[src/hdl/pca_pkg.sv]
// Purpose: shared constants and carriers for the programmable counter array
// Assumes: 32-bit classic wishbone, byte-wide registers in bits 7:0
// Notes:   register offsets are byte addresses
// Operation
// counter clocked by clk/6, clk/2, timer 0 overflow or external input
// one shared 16-bit counter is the time base for all five modules
// each module: edge capture, software timer, high-speed output or pwm
// only module 4 may act as a watchdog on the shared counter
// capture, timer and high-speed output events can request an interrupt
// five module requests plus overflow merge onto one interrupt line
// external count on port 1 bit 2, modules on bits 3 to 7
// an idle-stop bit lets the array halt while the processor idles
// a watchdog enable bit switches module 4 watchdog on or off
// overflow always sets the flag; it interrupts only when enabled
// the counter runs only while the run bit is set
// hardware never clears the overflow flag; software writes control
// hardware sets a module flag on compare match or capture
// software clears module flags by writing control; hardware never does
// idle with idle-stop one halts the array; zero keeps it running
// a selected pin edge in capture copies the counter to the module
// pwm reloads low compare from high byte when low count wraps
// watchdog match gives an internal reset, not the external pin
// source select 00 clk/6, 01 clk/2, 10 timer 0, 11 external
// pins are synchronised; counting and capture act on transitions
`default_nettype none
package pca_pkg;
  localparam int num_chan = 5;
  localparam logic [7:0] mode_reg_addr  = 8'h00;
  localparam logic [7:0] ctrl_reg_addr  = 8'h04;
  localparam logic [7:0] cnt_lo_addr    = 8'h08;
  localparam logic [7:0] cnt_hi_addr    = 8'h0c;
  localparam logic [7:0] chan_base_addr = 8'h20;
  localparam logic [3:0] chan_mode_off  = 4'h0;
  localparam logic [3:0] chan_low_off   = 4'h4;
  localparam logic [3:0] chan_high_off  = 4'h8;
  // mode register bit positions
  localparam int idle_stop_bit  = 7;
  localparam int wdt_enable_bit = 6;
  localparam int src_lsb        = 1;
  localparam int ovf_irq_bit    = 0;
  // control register bit positions
  localparam int ovf_flag_bit   = 7;
  localparam int run_bit        = 6;
  localparam logic [2:0] div6_last = 3'h5;
  localparam logic [2:0] div2_last = 3'h1;
  localparam logic [15:0] cnt_reset = 16'h0000;
  localparam logic [15:0] cnt_last  = 16'hffff;
  localparam logic [7:0]  low_last  = 8'hff;

  typedef enum logic [1:0] {
    src_div6   = 2'h0,
    src_div2   = 2'h1,
    src_timer0 = 2'h2,
    src_ext    = 2'h3
  } count_src_e;

  typedef struct packed {
    logic ecom;
    logic capp;
    logic capn;
    logic mat;
    logic tog;
    logic pwm;
    logic eccf;
  } chan_mode_s;

  typedef struct packed {
    chan_mode_s mode;
    logic [7:0] low;
    logic [7:0] high;
    logic       pin;
  } chan_s;

  typedef struct packed {
    logic [2:0] sh;
    logic       lvl;
    logic       rise;
    logic       fall;
  } sync_s;

  typedef struct packed {
    logic [2:0] div;
    logic       tick;
  } div_s;

  typedef struct packed {
    logic                      idle_stop;
    logic                      watchdog_enable;
    count_src_e                src;
    logic                      overflow_irq_enable;
    logic                      counter_overflow_flag;
    logic                      counter_run;
    logic [num_chan-1:0]       module_event_flags;
    logic [15:0]               cnt;
    logic                      cnt_moved;
    chan_s [num_chan-1:0]      ch;
    logic [num_chan-1:0]       pin_oe;
    logic                      irq;
    logic                      wdt_reset;
    logic                      ack;
    logic [31:0]               dat;
  } pca_s;
endpackage
`default_nettype wire

[src/hdl/programmable_counter_array.sv]
// Purpose: shared 16-bit counter with five compare/capture modules
// Assumes: classic wishbone slave, one clock, synchronous reset
// Notes:   irq is a level; wdt_reset is a one-cycle pulse
//
// The placing of the registers and the Wishbone register port were chosen for this implementation.
`default_nettype none
module programmable_counter_array
  import pca_pkg::*;
(
  input  wire logic                core_clk,
  input  wire logic                rst,
  input  wire logic                wb_cyc,
  input  wire logic                wb_stb,
  input  wire logic                wb_we,
  input  wire logic [7:0]          wb_adr,
  input  wire logic [3:0]          wb_sel,
  input  wire logic [31:0]         wb_dat_i,
  output logic [31:0]              wb_dat_o,
  output logic                     wb_ack,
  input  wire logic                idle,
  input  wire logic                timer0_overflow,
  input  wire logic                external_count_input,
  input  wire logic [num_chan-1:0] module_io_in,
  output logic [num_chan-1:0]      module_io_out,
  output logic [num_chan-1:0]      module_io_oe,
  output logic                     irq,
  output logic                     wdt_reset
);
  pca_s s;
  pca_s next_s;

  logic [num_chan:0] rise;
  logic [num_chan:0] fall;
  logic              tick;

  // slot decode shared by the read and write paths
  function automatic logic chan_hit(input logic [7:0] a, input int i);
    logic [7:0] base;
    base = chan_base_addr + 8'(i * 16);
    return a[7:4] == base[7:4];
  endfunction

  // pin 0 is the external count input, pins 1..5 the module pins
  pin_sync u_ext_sync (
    .core_clk (core_clk),
    .rst      (rst),
    .pin      (external_count_input),
    .level    (),
    .rise     (rise[0]),
    .fall     (fall[0])
  );

  genvar g;
  generate
    for (g = 0; g < num_chan; g++) begin : g_sync
      pin_sync u_sync (
        .core_clk (core_clk),
        .rst      (rst),
        .pin      (module_io_in[g]),
        .level    (),
        .rise     (rise[g+1]),
        .fall     (fall[g+1])
      );
    end
  endgenerate

  count_source u_src (
    .core_clk        (core_clk),
    .rst             (rst),
    .src             (s.src),
    .timer0_overflow (timer0_overflow),
    .ext_rise        (rise[0]),
    .tick            (tick)
  );

  logic                access;
  logic                wr;
  logic                running;
  logic                wrap;
  logic                ovf_set;
  logic [num_chan-1:0] ev_set;
  logic [num_chan-1:0] match;
  logic [num_chan-1:0] cap;
  logic [31:0]         rd;

  always_comb begin
    next_s = s;
    access = wb_cyc & wb_stb & ~s.ack;
    wr = access & wb_we & wb_sel[0];
    next_s.ack = access;
    next_s.cnt_moved = 1'b0;
    next_s.wdt_reset = 1'b0;
    wrap = 1'b0;
    ovf_set = 1'b0;
    ev_set = '0;
    match = '0;
    cap = '0;
    rd = '0;

    // halting in idle costs nothing when idle_stop is clear
    running = s.counter_run & ~(idle & s.idle_stop); // see R11 see R15
    if (tick && running) begin
      next_s.cnt = s.cnt + 16'h0001;
      next_s.cnt_moved = 1'b1;
      ovf_set = (s.cnt == cnt_last);
      wrap = (s.cnt[7:0] == low_last);
    end

    for (int i = 0; i < num_chan; i++) begin
      // match is judged once per new count value, not every cycle
      match[i] = s.cnt_moved & s.ch[i].mode.ecom & ~s.ch[i].mode.pwm
               & (s.cnt == {s.ch[i].high, s.ch[i].low});
      cap[i] = (s.ch[i].mode.capp & rise[i+1])
             | (s.ch[i].mode.capn & fall[i+1]); // see R3
      if (cap[i]) begin
        next_s.ch[i].low = s.cnt[7:0];
        next_s.ch[i].high = s.cnt[15:8];
      end
      ev_set[i] = cap[i] | (match[i] & s.ch[i].mode.mat);
      if (match[i] && s.ch[i].mode.tog) begin
        next_s.ch[i].pin = ~s.ch[i].pin;
      end
      if (s.ch[i].mode.pwm && s.ch[i].mode.ecom) begin
        next_s.ch[i].pin = (s.cnt[7:0] >= s.ch[i].low);
        if (wrap) begin
          next_s.ch[i].low = s.ch[i].high;
        end
      end
      // pins not in an output mode stay plain port bits
      next_s.pin_oe[i] = s.ch[i].mode.ecom
                       & (s.ch[i].mode.tog | s.ch[i].mode.pwm);
    end

    // module 4 only; an internal pulse, no pin is driven
    if (s.watchdog_enable && match[num_chan-1]) begin // see R4
      next_s.wdt_reset = 1'b1;
    end

    if (wr) begin
      case (wb_adr)
        mode_reg_addr: begin
          next_s.idle_stop = wb_dat_i[idle_stop_bit];
          next_s.watchdog_enable = wb_dat_i[wdt_enable_bit];
          next_s.src = count_src_e'(wb_dat_i[src_lsb +: 2]);
          next_s.overflow_irq_enable = wb_dat_i[ovf_irq_bit];
        end
        ctrl_reg_addr: begin
          next_s.counter_overflow_flag = wb_dat_i[ovf_flag_bit];
          next_s.counter_run = wb_dat_i[run_bit];
          next_s.module_event_flags = wb_dat_i[num_chan-1:0];
        end
        cnt_lo_addr: begin
          next_s.cnt[7:0] = wb_dat_i[7:0];
        end
        cnt_hi_addr: begin
          next_s.cnt[15:8] = wb_dat_i[7:0];
        end
        default: begin
          for (int i = 0; i < num_chan; i++) begin
            if (chan_hit(wb_adr, i)) begin
              case (wb_adr[3:0])
                chan_mode_off: next_s.ch[i].mode = wb_dat_i[6:0];
                chan_low_off:  next_s.ch[i].low = wb_dat_i[7:0];
                chan_high_off: next_s.ch[i].high = wb_dat_i[7:0];
                default: ;
              endcase
            end
          end
        end
      endcase
    end

    // a hardware set in the clearing cycle wins over the clear
    next_s.counter_overflow_flag = next_s.counter_overflow_flag
                                 | ovf_set; // see R10
    next_s.module_event_flags = next_s.module_event_flags
                              | ev_set; // see R13

    next_s.irq = next_s.counter_overflow_flag
               & next_s.overflow_irq_enable; // see R10
    for (int i = 0; i < num_chan; i++) begin
      if (next_s.module_event_flags[i] && next_s.ch[i].mode.eccf) begin
        next_s.irq = 1'b1; // see R5
      end
    end

    case (wb_adr)
      mode_reg_addr: begin
        rd[idle_stop_bit] = s.idle_stop;
        rd[wdt_enable_bit] = s.watchdog_enable;
        rd[src_lsb +: 2] = s.src;
        rd[ovf_irq_bit] = s.overflow_irq_enable;
      end
      ctrl_reg_addr: begin
        rd[ovf_flag_bit] = s.counter_overflow_flag;
        rd[run_bit] = s.counter_run;
        rd[num_chan-1:0] = s.module_event_flags;
      end
      cnt_lo_addr: rd[7:0] = s.cnt[7:0];
      cnt_hi_addr: rd[7:0] = s.cnt[15:8];
      default: begin
        for (int i = 0; i < num_chan; i++) begin
          if (chan_hit(wb_adr, i)) begin
            case (wb_adr[3:0])
              chan_mode_off: rd[6:0] = s.ch[i].mode;
              chan_low_off:  rd[7:0] = s.ch[i].low;
              chan_high_off: rd[7:0] = s.ch[i].high;
              default: ;
            endcase
          end
        end
      end
    endcase
    next_s.dat = access ? rd : '0;
  end

  always_ff @(posedge core_clk) begin
    if (rst) begin
      s <= '0;
      s.cnt <= cnt_reset;
    end else begin
      s <= next_s;
    end
  end

  assign wb_dat_o = s.dat;
  assign wb_ack = s.ack;
  assign module_io_out = {s.ch[4].pin, s.ch[3].pin, s.ch[2].pin,
                          s.ch[1].pin, s.ch[0].pin};
  assign module_io_oe = s.pin_oe;
  assign irq = s.irq;
  assign wdt_reset = s.wdt_reset;
endmodule
`default_nettype wire

[src/hdl/pin_sync.sv]
// Purpose: bring a port pin into the core clock domain
// Assumes: pin is asynchronous to core_clk
// Notes:   an edge counts once the second and third stages agree
`default_nettype none
module pin_sync
  import pca_pkg::*;
(
  input  wire logic core_clk,
  input  wire logic rst,
  input  wire logic pin,
  output logic      level,
  output logic      rise,
  output logic      fall
);
  sync_s s;
  sync_s next_s;

  always_comb begin
    next_s = s;
    next_s.sh = {s.sh[1:0], pin};
    next_s.rise = 1'b0;
    next_s.fall = 1'b0;
    // stage 0 only feeds stage 1; decisions use stages 1 and 2
    if (s.sh[1] == s.sh[2] && s.sh[2] != s.lvl) begin
      next_s.lvl = s.sh[2];
      next_s.rise = s.sh[2];
      next_s.fall = ~s.sh[2];
    end
  end

  always_ff @(posedge core_clk) begin
    if (rst) begin
      s <= '0;
    end else begin
      s <= next_s;
    end
  end

  assign level = s.lvl;
  assign rise = s.rise;
  assign fall = s.fall;
endmodule
`default_nettype wire

[src/hdl/count_source.sv]
// Purpose: one-cycle count ticks for the shared counter
// Assumes: timer0_overflow is a one-cycle pulse on core_clk
// Notes:   the divider free-runs so a source switch needs no restart
`default_nettype none
module count_source
  import pca_pkg::*;
(
  input  wire logic       core_clk,
  input  wire logic       rst,
  input  wire count_src_e src,
  input  wire logic       timer0_overflow,
  input  wire logic       ext_rise,
  output logic            tick
);
  div_s s;
  div_s next_s;
  logic [2:0] last;

  always_comb begin
    next_s = s;
    last = (src == src_div6) ? div6_last : div2_last;
    next_s.div = (s.div >= last) ? 3'h0 : s.div + 3'h1;
    case (src)
      src_div6:   next_s.tick = (s.div >= last);
      src_div2:   next_s.tick = (s.div >= last);
      src_timer0: next_s.tick = timer0_overflow;
      src_ext:    next_s.tick = ext_rise;
      default:    next_s.tick = 1'b0;
    endcase
  end

  always_ff @(posedge core_clk) begin
    if (rst) begin
      s <= '0;
    end else begin
      s <= next_s;
    end
  end

  assign tick = s.tick;
endmodule
`default_nettype wire

[config.mk]
export PLATFORM = sky130hd
export DESIGN_NAME = programmable_counter_array
export DESIGN_NICKNAME = d
export VERILOG_FILES = /design/src/hdl/pca_pkg.sv /design/src/hdl/programmable_counter_array.sv /design/src/hdl/pin_sync.sv /design/src/hdl/count_source.sv
export SDC_FILE = /design/constraint.sdc
export NUM_CORES = 1
export LEC_CHECK = 0
export BUFFER_PORTS_ARGS = -buffer_cell sky130_fd_sc_hd__buf_2
export CAP_MARGIN = 10
export CORE_MARGIN = 2
export CORE_UTILIZATION = 55
export DETAILED_ROUTE_END_ITERATION = 8
export PLACE_DENSITY_LB_ADDON = 0.2
export SYNTH_ARGS = -nofsm -noshare
export SYNTH_HDL_FRONTEND = slang
export SYNTH_HIERARCHICAL = 1
export SYNTH_SLANG_ARGS = --single-unit
[constraint.sdc]
create_clock -name core_clk -period 3.4 [get_ports core_clk]
set_input_delay 0.68 -clock core_clk [delete_from_list [all_inputs] [get_ports core_clk]]
set_output_delay 0.68 -clock core_clk [all_outputs]
set_load 0.01 [all_outputs]
==> impl_table.tex, run 1 <==
\begin{tabular}{lr}
\hline
Metric & Value \\
\hline
\multicolumn{2}{l}{\textbf{Status}} \\
\quad Status & completed \\
\multicolumn{2}{l}{\textbf{Worst setup path}} \\
\quad Critical Path AT & 3270 ps \\
\quad Worst EP required & 3850 ps \\
\quad Category of the critical setup timing path & flop to flop \\
\quad Launching element type of the critical path & flop \\
\quad Register-to-register setup slack & 580 ps \\
\quad Highest fanout seen on the critical path & 6 \\
\quad Critical Path End Type & flop \\
\multicolumn{2}{l}{\textbf{Synthesis}} \\
\quad Netlist area before placement & 11600 sq um \\
\quad Cells after Synth & 1382 \\
\quad Synthesized area per cell & 8.41 sq um \\
\quad Warnings from Yosys & 6 \\
\multicolumn{2}{l}{\textbf{CTS}} \\
\quad Clock Tree Buf Depth & 3 \\
\quad H-tree levels & 1 \\
\quad Clock transition at the register clock pins on the worst setup and hold paths after CTS & 60 ps \\
\quad Number of hold-repair buffers added at the cts stage & 0 \\
\quad Clock network latency to the later pin of the worst-skew pair & 520 ps \\
\quad Cells resized by post-CTS repair & 0 \\
\quad CTS root buf & sky130\_fd\_sc\_hd\_\_clkbuf\_16 \\
\quad CTS tree & built \\
\quad Number of buffers added by the clock tree synthesis step & 23 \\
\quad Buffers inserted during post-CTS setup optimization & 0 \\
\quad Clk sinks & 204 \\
\multicolumn{2}{l}{\textbf{Power}} \\
\quad Pwr/cell area & 396 nW/um\^{}2 \\
\quad IR Drop Worst-Case VDD & 0.000645 V \\
\quad PnR Total Power & 5.17 mW \\
\quad Leak pwr & 5.56 nW \\
\multicolumn{2}{l}{\textbf{Drt}} \\
\quad DRC marker count from the first detailed-route iteration & 1343 \\
\quad First-pass DRT Iterations & 5 \\
\quad Vias/cell & 6.31 \\
\quad Residual antenna-violating net count after detailed routing & 0 \\
\quad Post-DR wirelength/cell & 22.4 um \\
\quad Total detailed-routing wirelength & 38.4 mm \\
\quad Remaining DRCs & 0 \\
\quad Count of vias placed by the detailed router & 10800 \\
\multicolumn{2}{l}{\textbf{Global routing}} \\
\quad Global-route congestion overflow total & 0 \\
\quad Global-route wire length before repair & 58.4 mm \\
\quad Vias in the first global route & 10100 \\
\quad Maximum number of pins on one net before global-route repair & 75 \\
\quad GRT Util Overall & 0.343 \\
\quad Initial antenna violation count & 1 \\
\multicolumn{2}{l}{\textbf{Final layout}} \\
\quad Finished layout cell area & 13100 sq um \\
\quad Ratio of cells with drive above 1 in the final layout & 0.141 \\
\quad Number of nets in the layout & 1525 \\
\quad Most common cell after layout, fill and taps aside & sky130\_fd\_sc\_hd\_\_dfxtp\_1 \\
\quad Area added between synthesis and finish & 12.5\% \\
\quad Commonest non-fill, non-tap cells in the layout & sky130\_fd\_sc\_hd\_\_dfxtp\_1, sky130\_fd\_sc\_hd\_\_nand2\_1, sky130\_fd\_sc\_hd\_\_nor2\_1 \\
\quad Register cell area after layout & 4080 sq um \\
\quad Filler Cell Count & 1864 \\
\quad Area used by multi-input combinational logic & 6790 sq um \\
\multicolumn{2}{l}{\textbf{Run}} \\
\quad Maximum capacitance violations & 0 \\
\multicolumn{2}{l}{\textbf{Placement}} \\
\quad Detailed placement HPWL & 26.5 mm \\
\quad PortBufs & 50 \\
\quad Area of placed instances & 12300 sq um \\
\quad GP Congestion & 0.990 \\
\quad Placement Setup Slack & 232 ps \\
\multicolumn{2}{l}{\textbf{STA}} \\
\quad Transition at the pin with the smallest max-transition slack & 1070 ps \\
\quad Relative slew slack & 0.284 \\
\quad Time the worst path needs with I/O delays and setup & 2820 ps \\
\quad Clock Skew & 13.1 ps \\
\quad Final period utilization & 0.829 \\
\quad Setup tns final & 0 ps \\
\quad PnR worst setup slack & 580 ps \\
\quad Final setup violation count & 0 \\
\quad RSZ-0062 raised after global routing & false \\
\quad Total count of hold-check failures in the final report & 0 \\
\quad Highest clock frequency the design can meet & 355 MHz \\
\quad Count of pins over their slew limit & 0 \\
\multicolumn{2}{l}{\textbf{Floorplan}} \\
\quad Initial standard-cell utilization of the core & 0.556 \\
\quad Total core area & 20900 sq um \\
\quad I/O pins & 102 \\
\quad DIE AREA & 22300 sq um \\
\quad Horizontal die dimension & 149 um \\
\quad \# rows & 53 \\
\quad Die boundary height & 149 um \\
\multicolumn{2}{l}{\textbf{Worst hold path}} \\
\quad Path category of the worst min-delay check & primary input to flop \\
\hline
\end{tabular}
## registers in the layout (all words and copies together), names as in the netlist, 2 cells and up
register,count
u_src/s,3
s,144
g_sync.u_sync/fall,5
g_sync.u_sync/rise,5
g_sync.u_sync/s,5
g_sync.u_sync/next_s,10
wb_dat_o,8
module_io_out,5
u_ext_sync/next_s,2
module_io_oe,5
g_sync.u_sync/level,5
## cell type report
cell class / instances / share of cell area
timing repair buffer: 136 / 0.0719
clock inverter: 6 / 0.00632
clock buffer: 31 / 0.0509
sequential: 204 / 0.312
multi-input combinational: 1015 / 0.519
tap: 275 / 0.0263
antenna: 2 / 0.000383
inverter: 44 / 0.0126
## metrics by stage
step / std cells / util / hold WS, ps
global placement: 1674 / 0.590 / 416
CTS: 1711 / 0.626 / 369
finish: 1713 / 0.626 / 379
floorplan: 1405 / - / 414
global route: 1712 / 0.626 / 379
detailed placement: 1674 / 0.590 / 422
## power breakdown
group	total (mW)	internal, mW	leakage (nW)	switching [mW]
combinational	0.257	0.0693	3.54	0.188
sequential	2.42	2.41	1.65	0.0101
clock	2.50	1.51	0.369	0.995
## final timing paths
check / startpoint / end / cells after the start
setup / recovery: s[161] / irq / 9
hold reg to reg: g_sync[1].u_sync/next_s[4] / g_sync[1].u_sync/next_s[5] / 1
setup reg to reg: s[161] / irq / 9
hold / removal: external_count_input / u_ext_sync/next_s[4] / 2
## worst max-delay path, stage by stage, from the launching register on
cell and delay, ps:
sky130_fd_sc_hd__dfxtp_1 490, sky130_fd_sc_hd__inv_1 270, sky130_fd_sc_hd__ha_1 360, sky130_fd_sc_hd__nand3_1 60, sky130_fd_sc_hd__or4_1 490, sky130_fd_sc_hd__nor3_1 510, sky130_fd_sc_hd__a211oi_1 240, sky130_fd_sc_hd__nor2_1 130
sky130_fd_sc_hd__nor2_1 60, sky130_fd_sc_hd__a21oi_1 150
## layer usage
layer  vias up  track usage  routed length, um
met5         -            0                  0
met4         0        0.145               1690
met3       109       0.0691               4340
met2       607        0.518              16500
met1      5104        0.476              15900
li1       4989            -                  -
Power figures use the tool's default switching activity.
==> inputs of run 2 (changes only) <==
==> constraint.sdc (replaced) <==
create_clock -name core_clk -period 2.77 [get_ports core_clk]
set_input_delay 0.554 -clock core_clk [delete_from_list [all_inputs] [get_ports core_clk]]
set_output_delay 0.554 -clock core_clk [all_outputs]
set_load 0.01 [all_outputs]
==> run 2 against run 1 <==
Net effect: die area unchanged; total power increased by 27%; first-iteration DRC count is 5.2% lower; non-clock buffer count is 46 higher; via count increased by 1.2%; register-to-register slack lost 390 ps; combinational power rose by 34%; global-route usage up 1.4 points; hold slack lost 140 ps; clock power increased by 30%; final cell count grew 2.8%; critical endpoint is now module_io_out[0]; largest power group unchanged.
==> impl_table.tex, run 2 (same netlist as run 1, synthesis figures left out) <==
\begin{tabular}{lr}
\hline
Metric & Value \\
\hline
\multicolumn{2}{l}{\textbf{Final layout}} \\
\quad Filler Cell Count & 1829 (was 1864) \\
\quad Antenna diode instance count & 0 (was 2) \\
\quad Largest Register & s (unchanged) \\
\quad Number of cells in the finished layout apart from fillers & 1761 (was 1713) \\
\quad Commonest non-fill, non-tap cells in the layout & sky130\_fd\_sc\_hd\_\_dfxtp\_1, sky130\_fd\_sc\_hd\_\_nand2\_1, sky130\_fd\_sc\_hd\_\_buf\_4 (was sky130\_fd\_sc\_hd\_\_dfxtp\_1, sky130\_fd\_sc\_hd\_\_nand2\_1, sky130\_fd\_sc\_hd\_\_nor2\_1) \\
\quad Most common cell after layout, fill and taps aside & sky130\_fd\_sc\_hd\_\_dfxtp\_1 (unchanged) \\
\quad Number of flip-flops in the largest register & 144 (unchanged) \\
\quad Number of nets in the layout & 1571 (was 1525) \\
\quad Ratio of cells with drive above 1 in the final layout & 0.170 (was 0.141) \\
\quad Area added between synthesis and finish & 16.3\% (was 12.5\%) \\
\multicolumn{2}{l}{\textbf{STA}} \\
\quad Final setup violation count & 0 (unchanged) \\
\quad Count of pins over their slew limit & 0 (unchanged) \\
\quad Setup tns final & 0 ps (unchanged) \\
\quad Transition at the pin with the smallest max-transition slack & 848 ps (was 1070 ps) \\
\quad Highest clock frequency the design can meet & 388 MHz (was 355 MHz) \\
\quad Relative slew slack & 0.435 (was 0.284) \\
\quad Final period utilization & 0.930 (was 0.829) \\
\quad RSZ-0062 raised after global routing & false (unchanged) \\
\quad Total count of hold-check failures in the final report & 0 (unchanged) \\
\quad Time the worst path needs with I/O delays and setup & 2580 ps (was 2820 ps) \\
\quad PnR worst setup slack & 193 ps (was 580 ps) \\
\quad Clock Skew & 10.2 ps (was 13.1 ps) \\
\multicolumn{2}{l}{\textbf{Drt}} \\
\quad Total detailed-routing wirelength & 40.0 mm (was 38.4 mm) \\
\quad Post-DR wirelength/cell & 22.7 um (was 22.4 um) \\
\quad Vias/cell & 6.21 (was 6.31) \\
\quad Residual antenna-violating net count after detailed routing & 0 (unchanged) \\
\quad DRC marker count from the first detailed-route iteration & 1273 (was 1343) \\
\quad Count of vias placed by the detailed router & 10900 (was 10800) \\
\quad First-pass DRT Iterations & 8 (was 5) \\
\quad Remaining DRCs & 0 (unchanged) \\
\multicolumn{2}{l}{\textbf{Worst setup path}} \\
\quad Most common cell on crit path & sky130\_fd\_sc\_hd\_\_buf\_4 (was sky130\_fd\_sc\_hd\_\_nor2\_1) \\
\quad Sequence of cells on the critical path & buf\_4, buf\_4, ha\_1, nand4\_1, nor4\_1, nand2\_1, xor2\_1, a211oi\_1 (was inv\_1, ha\_1, nand3\_1, or4\_1, nor3\_1, a211oi\_1, nor2\_1, nor2\_1, a21oi\_1) \\
\quad Cell with the biggest individual delay on the critical path & sky130\_fd\_sc\_hd\_\_dfxtp\_1 (was sky130\_fd\_sc\_hd\_\_nor3\_1) \\
\quad Critical Path AT & 2990 ps (was 3270 ps) \\
\quad Critical Path End Type & flop (unchanged) \\
\quad Category of the critical setup timing path & flop to flop (unchanged) \\
\quad Worst EP required & 3190 ps (was 3850 ps) \\
\quad Launching element type of the critical path & flop (unchanged) \\
\quad Category of cells accounting for the largest share of critical-path delay & simple AND/OR/NAND/NOR gates (unchanged) \\
\quad Peak per-stage delay on the critical path & 620 ps (was 510 ps) \\
\quad Highest fanout seen on the critical path & 7 (was 6) \\
\quad Critical path buffers and inverters & 2 (was 1) \\
\multicolumn{2}{l}{\textbf{CTS}} \\
\quad Clock transition at the register clock pins on the worst setup and hold paths after CTS & 60 ps (about the same) \\
\quad Cells resized by post-CTS repair & 0 (unchanged) \\
\quad Clk sinks & 204 (unchanged) \\
\quad Buffers inserted during post-CTS setup optimization & 0 (unchanged) \\
\quad CTS root buf & sky130\_fd\_sc\_hd\_\_clkbuf\_16 (unchanged) \\
\quad Number of buffers added by the clock tree synthesis step & 23 (unchanged) \\
\quad CTS tree & built (unchanged) \\
\quad Clock Tree Buf Depth & 3 (unchanged) \\
\quad Number of hold-repair buffers added at the cts stage & 0 (unchanged) \\
\quad Clock network latency to the later pin of the worst-skew pair & 520 ps (about the same) \\
\quad H-tree levels & 1 (unchanged) \\
\multicolumn{2}{l}{\textbf{Power}} \\
\quad IR Drop Worst-Case VDD & 0.000557 V (was 0.000645 V) \\
\quad Leak pwr & 5.82 nW (was 5.56 nW) \\
\quad Pwr/cell area & 484 nW/um\^{}2 (was 396 nW/um\^{}2) \\
\quad PnR Total Power & 6.55 mW (was 5.17 mW) \\
\multicolumn{2}{l}{\textbf{Worst hold path}} \\
\quad Path category of the worst min-delay check & primary input to flop (unchanged) \\
\multicolumn{2}{l}{\textbf{Floorplan}} \\
\quad Horizontal die dimension & 149 um (unchanged) \\
\quad Initial standard-cell utilization of the core & 0.556 (unchanged) \\
\quad DIE AREA & 22300 sq um (unchanged) \\
\quad Die boundary height & 149 um (unchanged) \\
\quad Total core area & 20900 sq um (unchanged) \\
\quad I/O pins & 102 (unchanged) \\
\quad \# rows & 53 (unchanged) \\
\multicolumn{2}{l}{\textbf{Status}} \\
\quad Status & completed (unchanged) \\
\multicolumn{2}{l}{\textbf{Global routing}} \\
\quad Initial antenna violation count & 0 (was 1) \\
\quad GRT Util Overall & 0.357 (was 0.343) \\
\quad Vias in the first global route & 10200 (was 10100) \\
\quad Global-route congestion overflow total & 0 (unchanged) \\
\quad Global-route wire length before repair & 60.2 mm (was 58.4 mm) \\
\quad Maximum number of pins on one net before global-route repair & 68 (was 75) \\
\multicolumn{2}{l}{\textbf{Placement}} \\
\quad Detailed placement HPWL & 28.2 mm (was 26.5 mm) \\
\quad Placement Setup Slack & -109 ps (was 232 ps) \\
\quad GP Congestion & 0.999 (was 0.990) \\
\quad Inst Count DP & 1720 (was 1674) \\
\quad PortBufs & 50 (unchanged) \\
\multicolumn{2}{l}{\textbf{Run}} \\
\quad Maximum capacitance violations & 0 (unchanged) \\
\hline
\end{tabular}
-- run 2: cell types whose count changed in the layout (fill, tap and decap cells not counted) --
| cell | previous run | this run |
|---|---|---|
| sky130_fd_sc_hd__dfxtp_1 | 204 | 202 |
| sky130_fd_sc_hd__clkbuf_8 | 6 | 7 |
| sky130_fd_sc_hd__bufinv_16 | 2 | 3 |
| sky130_fd_sc_hd__buf_12 | 3 | 7 |
| sky130_fd_sc_hd__buf_4 | 83 | 125 |
| sky130_fd_sc_hd__clkinv_2 | 3 | 4 |
| sky130_fd_sc_hd__dfxtp_2 | 0 | 2 |
| sky130_fd_sc_hd__clkbuf_1 | 2 | 3 |
| sky130_fd_sc_hd__diode_2 | 2 | 0 |
-- run 2: power by group --
part	total (mW)	internal, mW	switching, mW
registers	2.96	2.95	0.0127
logic	0.344	0.106	0.239
clock network	3.24	1.98	1.25
-- run 2: per-layer routing --
metal	global-route usage	routed length, um	up-vias
li1	-	-	5089
met2	0.553	17500	578
met4	0.155	1820	0
met5	0	0	-
met3	0.0700	4270	140
met1	0.483	16400	5131
-- run 2: final timing paths --
kind / slack, ps / depth (start not counted) / to / from
worst min-delay path: 240 / 2 / g_sync[0].u_sync/next_s[4] / module_io_in[0]
worst max-delay path: 190 / 8 / module_io_out[0] / s[166]
worst max register to register: 190 / 8 / module_io_out[0] / s[166]
worst min register to register: 440 / 1 / g_sync[1].u_sync/next_s[5] / g_sync[1].u_sync/next_s[4]
-- run 2: cell type report --
cell class	count	area, sq um	share of cell area
Clock buffer	33	683	0.0505
Inverter	44	165	0.0122
Sequential cell	204	4090	0.302
Timing Repair Buffer	182	1340	0.0988
Tap cell	275	344	0.0255
Clock inverter	8	118	0.00870
Multi-Input combinational cell	1015	6790	0.502
-- run 2: through the flow --
stage / cell area [sq um] / hold WS (ps) / util
2_1_floorplan: 11700 / 414 / -
3_3_place_gp: 12700 / 423 / 0.609
3_5_place_dp: 12700 / 431 / 0.609
4_1_cts: 13500 / 229 / 0.647
5_1_grt: 13500 / 248 / 0.647
6_report: 13500 / 240 / 0.647
